**src/rse_map.svh**
```systemverilog
// Overview of operation
// - Flag address miss on last received packet
// - Flag strength sample finished, value available
// - Flag bit counter reaching compare value
// - Compare value comes from software register
// - Flag packet received with CRC pass
// - Flag packet received with CRC fail
// - Flag address match on last received packet
`ifndef RSE_MAP_SVH
`define RSE_MAP_SVH
`define RSE_OFF_ADDR_MATCH 12'h114
`define RSE_OFF_ADDR_MISS 12'h118
`define RSE_OFF_SAMPLE_DONE 12'h11C
`define RSE_OFF_BC_MATCH 12'h128
`define RSE_OFF_CRC_PASS 12'h130
`define RSE_OFF_CRC_FAIL 12'h134
`define RSE_OFF_BC_COMPARE 12'h140
`define RSE_OFF_SAMPLE_VALUE 12'h144
`define RSE_OFF_BC_CONTROL 12'h148
`define RSE_OFF_BC_VALUE 12'h14C
`define RSE_FLAG_BIT 0
`define RSE_EVENT_RESET 1'b0
`define RSE_BCC_RESET 32'h00000000
`define RSE_NUM_EVENTS 6
`endif

```
**src/rse_pkg.sv**
```systemverilog
package rse_pkg;
	typedef enum logic [5:0] {
		RSE_EV_ADDR_MATCH = 6'h01,
		RSE_EV_ADDR_MISS = 6'h02,
		RSE_EV_SAMPLE_DONE = 6'h04,
		RSE_EV_BC_MATCH = 6'h08,
		RSE_EV_CRC_PASS = 6'h10,
		RSE_EV_CRC_FAIL = 6'h20
	} rse_event_t;
	typedef enum logic [1:0] {
		RSE_BC_IDLE = 2'b01,
		RSE_BC_RUN = 2'b10
	} rse_bc_state_t;
endpackage

```
**src/rse_ev_if.sv**
```systemverilog
`timescale 1ns/100ps
interface rse_ev_if #(parameter int N = 6);
	logic [N-1:0] set;
	logic [N-1:0] clr;
	logic [N-1:0] flags;
	modport owner (input set, input clr, output flags);
	modport user (output set, output clr, input flags);
endinterface // rse_ev_if

```
**src/rse_flags.sv**
```systemverilog
`timescale 1ns/100ps
`include "rse_map.svh"
module rse_flags
	import rse_pkg::*;
#(
	parameter int N = `RSE_NUM_EVENTS
) (
	input wire logic clk,
	input wire logic rstn,
	rse_ev_if.owner ev
);
	// Refused at elaboration, not at run time
	if (N < 1) begin : g_bad_n
		$error("rse_flags needs at least one event");
	end
	for (genvar i = 0; i < N; i++) begin : g_flag
		logic flag_q;
		// Set wins over a clear in the same cycle
		always_ff @(posedge clk or negedge rstn) begin
			if (!rstn) begin
				flag_q <= `RSE_EVENT_RESET;
			end else if (ev.set[i]) begin
				flag_q <= 1'b1;
			end else if (ev.clr[i]) begin
				flag_q <= 1'b0;
			end
		end
		assign ev.flags[i] = flag_q;
	end
endmodule // rse_flags

```
**src/rse_bit_counter.sv**
```systemverilog
`timescale 1ns/100ps
`include "rse_map.svh"
module rse_bit_counter
	import rse_pkg::*;
#(
	parameter int W = 32
) (
	input wire logic clk,
	input wire logic rstn,
	input wire logic start,
	input wire logic stop,
	input wire logic bit_tick,
	input wire logic [W-1:0] compare,
	output logic [W-1:0] count,
	output logic match
);
	if (W < 1 || W > 32) begin : g_bad_w
		$error("rse_bit_counter width out of range");
	end
	rse_bc_state_t state_q;
	logic [W-1:0] count_q;
	logic hit;
	assign hit = (state_q == RSE_BC_RUN) && bit_tick && (count_q + 1'b1 == compare);
	always_ff @(posedge clk or negedge rstn) begin
		if (!rstn) begin
			state_q <= RSE_BC_IDLE;
		end else if (stop) begin
			state_q <= RSE_BC_IDLE;
		end else if (start) begin
			state_q <= RSE_BC_RUN;
		end
	end
	always_ff @(posedge clk or negedge rstn) begin
		if (!rstn) begin
			count_q <= '0;
		end else if (start) begin
			count_q <= '0;
		end else if (state_q == RSE_BC_RUN && bit_tick) begin
			count_q <= count_q + 1'b1;
		end
	end
	// Match pulses once as the count steps onto the compare value
	always_ff @(posedge clk or negedge rstn) begin
		if (!rstn) begin
			match <= 1'b0;
		end else begin
			match <= hit;
		end
	end
	assign count = count_q;
endmodule // rse_bit_counter

```
**src/rse_radio_events.sv**
```systemverilog
// The APB register port is this design's own decision.
`timescale 1ns/100ps
`include "rse_map.svh"
module rse_radio_events
	import rse_pkg::*;
#(
	parameter int SAMPLE_W = 7
) (
	input wire logic clk,
	input wire logic rstn,
	input wire logic psel,
	input wire logic penable,
	input wire logic pwrite,
	input wire logic [11:0] paddr,
	input wire logic [31:0] pwdata,
	output logic [31:0] prdata,
	output logic pready,
	output logic pslverr,
	input wire logic pkt_done,
	input wire logic addr_matched,
	input wire logic crc_ok,
	input wire logic sample_done,
	input wire logic [SAMPLE_W-1:0] sample_value,
	input wire logic bit_tick,
	input wire logic bc_start,
	input wire logic bc_stop
);
	if (SAMPLE_W < 1 || SAMPLE_W > 32) begin : g_bad_sample_w
		$error("sample width out of range");
	end
	localparam int N = `RSE_NUM_EVENTS;
	rse_ev_if #(.N(N)) ev ();
	logic [31:0] bcc_q;
	logic [SAMPLE_W-1:0] sample_q;
	logic [31:0] bc_count;
	logic bc_match;
	logic wr_en;
	logic rd_en;
	logic hit;
	logic [31:0] rdata_d;
	logic [N-1:0] ev_sel;

	// Maps an offset onto the one-hot event it names
	function automatic logic [N-1:0] ev_decode(input logic [11:0] a);
		unique case (a)
			`RSE_OFF_ADDR_MATCH: ev_decode = RSE_EV_ADDR_MATCH;
			`RSE_OFF_ADDR_MISS: ev_decode = RSE_EV_ADDR_MISS;
			`RSE_OFF_SAMPLE_DONE: ev_decode = RSE_EV_SAMPLE_DONE;
			`RSE_OFF_BC_MATCH: ev_decode = RSE_EV_BC_MATCH;
			`RSE_OFF_CRC_PASS: ev_decode = RSE_EV_CRC_PASS;
			`RSE_OFF_CRC_FAIL: ev_decode = RSE_EV_CRC_FAIL;
			default: ev_decode = '0;
		endcase
	endfunction

	assign ev_sel = ev_decode(paddr);
	assign wr_en = psel && penable && pwrite;
	assign rd_en = psel && penable && !pwrite;
	assign pready = 1'b1;
	assign hit = (|ev_sel) || paddr == `RSE_OFF_BC_COMPARE || paddr == `RSE_OFF_SAMPLE_VALUE
		|| paddr == `RSE_OFF_BC_VALUE;
	// Unmapped addresses answer with an error, reads return zero
	assign pslverr = psel && penable && !hit;

	// Radio outcomes become flag set strobes
	always_comb begin
		ev.set = '0;
		ev.set[0] = pkt_done && addr_matched;
		ev.set[1] = pkt_done && !addr_matched;
		ev.set[2] = sample_done;
		ev.set[3] = bc_match;
		ev.set[4] = pkt_done && crc_ok;
		ev.set[5] = pkt_done && !crc_ok;
	end
	// Only writing zero clears; writing one leaves a flag as it is
	assign ev.clr = (wr_en && !pwdata[`RSE_FLAG_BIT]) ? ev_sel : '0;

	rse_flags #(.N(N)) u_flags (
		.clk(clk),
		.rstn(rstn),
		.ev(ev.owner)
	);

	rse_bit_counter #(.W(32)) u_bc (
		.clk(clk),
		.rstn(rstn),
		.start(bc_start),
		.stop(bc_stop),
		.bit_tick(bit_tick),
		.compare(bcc_q),
		.count(bc_count),
		.match(bc_match)
	);

	always_ff @(posedge clk or negedge rstn) begin
		if (!rstn) begin
			bcc_q <= `RSE_BCC_RESET;
		end else if (wr_en && paddr == `RSE_OFF_BC_COMPARE) begin
			bcc_q <= pwdata;
		end
	end

	// Sample held so software reads a stable value after the flag
	always_ff @(posedge clk or negedge rstn) begin
		if (!rstn) begin
			sample_q <= '0;
		end else if (sample_done) begin
			sample_q <= sample_value;
		end
	end

	always_comb begin
		rdata_d = 32'h00000000;
		if (|ev_sel) begin
			rdata_d[`RSE_FLAG_BIT] = |(ev.flags & ev_sel);
		end else if (paddr == `RSE_OFF_BC_COMPARE) begin
			rdata_d = bcc_q;
		end else if (paddr == `RSE_OFF_SAMPLE_VALUE) begin
			rdata_d[SAMPLE_W-1:0] = sample_q;
		end else if (paddr == `RSE_OFF_BC_VALUE) begin
			rdata_d = bc_count;
		end
	end

	// Read data registered in setup so it stands in the access phase
	always_ff @(posedge clk or negedge rstn) begin
		if (!rstn) begin
			prdata <= 32'h00000000;
		end else if (psel && !penable && !pwrite) begin
			prdata <= rdata_d;
		end
	end
endmodule // rse_radio_events

```
**config.mk**
```make
export PLATFORM = sky130hd
export DESIGN_NAME = rse_radio_events
export DESIGN_NICKNAME = d
export VERILOG_FILES = /design/src/rse_pkg.sv /design/src/rse_ev_if.sv /design/src/rse_flags.sv /design/src/rse_bit_counter.sv /design/src/rse_radio_events.sv
export VERILOG_INCLUDE_DIRS = /design/src
export SDC_FILE = /design/constraint.sdc
export NUM_CORES = 1
export LEC_CHECK = 0
export BUFFER_PORTS_ARGS = -buffer_cell sky130_fd_sc_hd__buf_2
export CORE_UTILIZATION = 57
export CTS_CLUSTER_SIZE = 20
export DETAILED_ROUTE_END_ITERATION = 6
export PLACE_DENSITY_LB_ADDON = 0.05
export SLEW_MARGIN = 20
export SYNTH_ARGS = -nofsm -noshare
export SYNTH_HDL_FRONTEND = slang
export SYNTH_SLANG_ARGS = --single-unit
```
**constraint.sdc**
```tcl
create_clock -name clk -period 3.4 [get_ports clk]
set_input_delay 0 -clock clk [delete_from_list [all_inputs] [get_ports clk]]
set_output_delay 0 -clock clk [all_outputs]
set_load 0.01 [all_outputs]
```
==> metrics.yaml, run 1 <==
status:
  run_status: "finished, final reports clean"
detailed_routing:
  wire_per_inst_um: 16.4
  antenna_left: 0
  firstDrtPassIters: 5
  vias: 5087
  drc: 0
  viasPerCell: 5.78
  routed_wl_um: 14500
  initialDrtViolationCount: 356
pwr:
  swShare: 0.245
  clkPwrFrac: 0.338
  p_leak_nw: 3.18
  p_int_mw: 1.98
  net-switching-power_uw: 642
  p_comb_frac: 0.116
  pwr-share-seq: 0.547
  ir_worst_vdd_uv: 314
  power_density_mw_per_mm2: 361
cts:
  clockBufferDepth: 2
  cts.sinks: 112
  htree_num_levels: 3
  ctsRootBufferMaster: "clkbuf_8"
  numCtsBuffers: 9
  path_clk_slew_ps: 110
  post-cts-setup-buffer-count: 0
  cts_tree: "built"
  clock_latency_ps: 390
logic_synthesis:
  synth_ff_type: "dfrtp_1"
  ys_types: 53
  netlist_instances: 620
  syn_nets: 684
  ys_seq_area_frac: 0.466
  synth_area_per_cell_um2: 9.70
  synth_common_cells: "dfrtp_1, nor2_1, a21oi_1, xnor2_1, mux2_2"
  ys_ff_latch: 112
  async_flop_share: 1.00
  synth_area_mm2: 0.00601
  yosysWarnings: 0
  synth_area_leaders: "dfrtp_1, mux2_2, xnor2_1, nor2_1, xor2_1"
  synth.most_common_cell: "dfrtp_1"
  synth_area_leader_cell: "dfrtp_1"
  netlist.area_leader.share: 0.462
  synth_edf_count: 0
final_layout:
  antenna_cells: 0
  fin_util: 0.707
  drive_gt1_frac: 0.233
  final_cell_count_no_fill: 880
  final_nets: 803
  area_growth_pct: 20.8
grt:
  grt_max_degree: 83
  grt_overflow_total: 0
  antenna_found_initial: 0
  grt_use_total: 0.283
  grt_pass1_vias: 5015
  grt_first_pass_wirelength_um: 24600
setup_path:
  crit_path_end_kind: "register"
  critPathArrivalTime_ps: 3410
  required_ps: 3710
  cp_max_fo: 7
  critPathLaunchType: "register"
  crit_type: "register to register"
floorplan:
  dieArea_mm2: 0.0110
  rows: 37
  core-area_mm2: 0.0103
  io_pins: 97
  die_w_um: 105
  die_h_um: 105
  start_util: 0.585
sta:
  setup_viol: 0
  finalMaxSlewViolations: 0
  tightest_slew_ps: 908
  max_freq_mhz: 322
  period_minus_slack_ps: 3100
  finalCritPeriodShare: 0.912
  holdWs_ps: 30.1
  rsz0062_at_grt: "no"
  skew_ps: 15.4
  setup_tns_ps: 0
  worst_slew_margin_rel: 0.394
  timing_hold_violations_final: 0
placed_design:
  dp_cells: 816
  hpwl_um: 9760
  gp_congestion: 0.893
  portBuffers: 95
job:
  cap_violations: 0
hold_path:
  holdCritPathClass: "input pin to register"
-- state kept, by name, indices dropped and copies added, names as in the netlist --
| signal | cells |
|---|---|
| sample_q | 7 |
| u_flags.g_flag.flag_q | 6 |
| bcc_q | 32 |
| prdata | 32 |
| u_bc.count | 32 |
| u_bc.state_q | 2 |
| u_bc.match | 1 |
-- path summary, 6_finish.rpt --
kind                                     startpoint  slack [ps]                  endpoint  depth (start not counted)
setup / recovery                      u_bc.count[0]         300                u_bc.match                          8
hold / removal                             paddr[4]          30  u_flags.g_flag[3].flag_q                          4
setup reg to reg                      u_bc.count[0]         300                u_bc.match                          8
hold reg to reg            u_flags.g_flag[3].flag_q         490  u_flags.g_flag[3].flag_q                          1
max in group asynchronous                      rstn        2370           u_bc.state_q[0]                          3
min in group asynchronous                      rstn         210  u_flags.g_flag[1].flag_q                          2
-- repair_timing --
item | CTS | global route
gates resized for setup | 0 | 0
hold buffers | 48 | 0
endpoints found under the hold margin | 127 | 0
-- final cells by class --
cell class,instances,area (um^2)
fillers,787,3010
multi-input cells,449,2980
flip-flops and latches,112,2800
repair buffers,153,1040
well taps,136,170
clock buffers,12,145
clock inverters,4,76.3
inverters,14,52.6
-- cells by family (layout without fill, tap and decap cells) --
group	Yosys count	after routing	share of synthesized area
AND/OR/NAND/NOR	213	213	0.182
adder cells (fa/ha/maj)	1	1	0.00208
XOR/XNOR	72	72	0.105
AO/OA/AOI/OAI	123	123	0.132
buffers and inverters	59	183	0.0395
other	1	1	0.000623
flip-flops	112	112	0.466
multiplexers	39	39	0.0728
-- placed cells by master, fill, tap and decap left out, types with 9 or more instances in the layout --
cell           synthesis  layout
dlygate4sd3_1          0      48
xor2_1                27      27
nand4_1               11      11
nor3_1                 9       9
mux2_2                38      38
buf_4                  1      10
clkbuf_8               0      10
inv_1                 14      14
or3_1                 11      11
a22oi_1               25      25
nand2_1               33      33
buf_2                 10      94
dfrtp_1              111     111
nor2_1                81      80
a21oi_1               45      45
o21ai_0               19      19
nand3_1               22      22
xnor2_1               45      45
-- worst max-delay path: stages (launching register included) --
cell,delay [ps]
dfrtp_1,520
ha_1,260
nand3_1,130
or4_4,570
or3_1,360
a222oi_1,270
nand4_1,120
or4_1,530
nor4_1,260
-- power by group through the flow --
stage               combinational (mW)  clock (mW)  sequential (mW)
floorplan                       0.0940           0             1.48
global placement                 0.256           0             1.46
detailed placement               0.263           0             1.46
CTS                              0.304       0.908             1.43
global route                     0.338       0.943             1.44
finish                           0.303       0.886             1.43
-- per-stage QoR --
step	total power, mW	setup slack [ps]	cell area [um^2]
finish	2.62	298	7270
global route	2.72	41.2	7270
CTS	2.65	286	7260
detailed placement	1.72	297	6560
global placement	1.71	355	6560
floorplan	1.58	541	6010
-- per-layer routing --
layer / track usage / routed length [um]
met1: 0.393 / 6800
met2: 0.454 / 6770
met3: 0.0449 / 663
met4: 0.0966 / 241
met5: 0 / 0
Note: power is estimated with default switching activity, not from simulation.
==> run 2: changes to the inputs <==
- CORE_UTILIZATION: 57 -> 45
- SYNTH_HIERARCHICAL: unset -> 1
==> run 2 against run 1 <==
Effect of this change: worst setup slack improved by 400 ps; critical endpoint is now u_bc/match; register-to-register slack improved by 400 ps; global-route usage fell by 5.5 points; synthesized area rose by 4.5%; sequential power fell by 6%.
==> metrics.yaml, run 2 <==
pwr:
  net-switching-power_uw: 585
  pwr-share-seq: 0.502
  p_leak_nw: 3.33
  p_int_mw: 2.11
  power_density_mw_per_mm2: 355
  ir_worst_vdd_uv: 249
  clkPwrFrac: 0.426
  p_total_mw: 2.69
  p_comb_frac: 0.072
  swShare: 0.217
cts:
  clockBufferDepth: 2
  cts_tree: "built"
  clock_latency_ps: 360
  path_clk_slew_ps: 70
  cts.sinks: 112
  htree_num_levels: 3
  post-cts-setup-buffer-count: 0
  ctsRootBufferMaster: "clkbuf_16"
  numCtsBuffers: 9
placed_design:
  placed_cell_area_mm2: 0.00680
  portBuffers: 95
  hpwl_um: 10800
  gp_congestion: 0.840
sta:
  setup_tns_ps: 0
  skew_ps: 8.97
  max_freq_mhz: 370
  rsz0062_at_grt: "no"
  worst_slew_margin_rel: 0.433
  finalMaxSlewViolations: 0
  tightest_slew_ps: 850
  timing_hold_violations_final: 0
  setup_viol: 0
  period_minus_slack_ps: 2700
  finalCritPeriodShare: 0.796
detailed_routing:
  initialDrtViolationCount: 223
  firstDrtPassIters: 4
  viasPerCell: 5.44
  vias: 5036
  drc: 0
  wire_per_inst_um: 16.7
  routed_wl_um: 15500
  antenna_left: 0
final_layout:
  area_growth_pct: 20.9
  drive_gt1_frac: 0.248
  finalInstanceArea_mm2: 0.00759
  layout_commonest_cell: "dfrtp_1"
  fin_util: 0.564
  antenna_cells: 0
  final_nets: 809
  nFillCells: 1237
  final_cell_mix: "dfrtp_1, buf_2, nand2_1"
logic_synthesis:
  async_flop_share: 1.00
  synth_area_per_cell_um2: 9.97
  ys_seq_area_frac: 0.446
  ys_types: 68
  netlist_instances: 630
  ys_ff_latch: 112
  syn_nets: 694
  yosysWarnings: 6
  synth_area_leader_cell: "dfrtp_1"
  synth.most_common_cell: "dfrtp_1"
  synth_ff_type: "dfrtp_1"
  synth_area_mm2: 0.00628
  synth_area_leaders: "dfrtp_1, mux2_2, xnor2_1, a22oi_1, nand2_1"
  netlist.area_leader.share: 0.442
  synth_edf_count: 0
  synth_common_cells: "dfrtp_1, nand2_1, mux2_2, nor2_1, xnor2_1"
floorplan:
  dieArea_mm2: 0.0144
  rows: 42
  core-area_mm2: 0.0135
  io_pins: 97
  start_util: 0.467
  die_w_um: 120
  die_h_um: 120
grt:
  antenna_found_initial: 0
  grt_use_total: 0.228
  grt_overflow_total: 0
  grt_first_pass_wirelength_um: 25800
  grt_max_degree: 65
  grt_pass1_vias: 5080
setup_path:
  critPathArrivalTime_ps: 3000
  required_ps: 3690
  crit_type: "register to register"
  crit_path_end_kind: "register"
  critPathLaunchType: "register"
  cp_max_fo: 11
job:
  cap_violations: 0
status:
  run_status: "finished, final reports clean"
hold_path:
  holdCritPathClass: "input pin to register"
[run 2: per-stage QoR]
step	std cells	hold slack (ps)	setup WS (ps)
final	926	66.9	695
after global routing	926	84.6	578
after global placement	863	154	817
after CTS	926	51.6	702
after detailed placement	863	154	729
after floorplan	630	-296	988
[run 2: layout make-up]
class | instances | area, um^2 | share of cell area
Multi-Input combinational cell | 458 | 3180 | 0.419
Clock buffer | 12 | 246 | 0.0325
Tap cell | 176 | 220 | 0.0290
Inverter | 13 | 48.8 | 0.00643
Timing Repair Buffer | 151 | 1020 | 0.134
Sequential cell | 112 | 2800 | 0.369
Clock inverter | 4 | 77.6 | 0.0102
[run 2: path summary, 6_finish.rpt]
kind | from | end | slack [ps] | cells after the start
max in group asynchronous | rstn | bcc_q[27] | 2210 | 3
worst min register to register | prdata[7] | prdata[7] | 480 | 2
worst max-delay path | u_bc/count[6] | u_bc/match | 700 | 7
worst max register to register | u_bc/count[6] | u_bc/match | 700 | 7
worst min-delay path | paddr[9] | prdata[0] | 70 | 4
min in group asynchronous | rstn | u_bc/count[4] | 280 | 2
[run 2: per-layer routing]
| metal | up-vias | global-route usage | routed length (um) |
|---|---|---|---|
| met5 | - | 0 | 0 |
| met4 | 0 | 0.0539 | 167 |
| met3 | 13 | 0.0480 | 424 |
| met2 | 77 | 0.379 | 7460 |
| met1 | 2466 | 0.303 | 7460 |
| li1 | 2480 | - | - |
[run 2: critical path, cell delays in order, from the launching register on]
cell and delay, ps:
dfrtp_1 530, nand4_1 180, buf_4 210, or4_4 600, or3_1 390, o21ba_1 170
a2111oi_1 300, and4_1 250
[run 2: logic make-up (layout without fill, tap and decap cells)]
group / after synthesis / in the layout / share of synthesized area
and+or+nand+nor: 221 / 221 / 0.195
adders and majority gates: 1 / 1 / 0.00199
muxes: 50 / 50 / 0.0892
xor gates and xnor gates: 63 / 63 / 0.0878
buffers and inverters: 60 / 180 / 0.0480
AOI/OAI and AO/OA: 122 / 122 / 0.131
DFF: 112 / 112 / 0.446
other: 1 / 1 / 0.000597
[run 2: timing repair]
action | in CTS | in global routing
hold endpoints to repair | 108 | 0
hold buffers | 47 | 0
resized for setup | 0 | 0
[run 2: power by group through the flow]
stage          combinational (mW)  sequential (mW)  clock, mW
4_1_cts                     0.197             1.35       1.18
2_1_floorplan              0.0736             1.38          0
6_report                    0.194             1.35       1.15
5_1_grt                     0.215             1.35       1.23
3_3_place_gp                0.153             1.38          0
3_5_place_dp                0.156             1.38          0
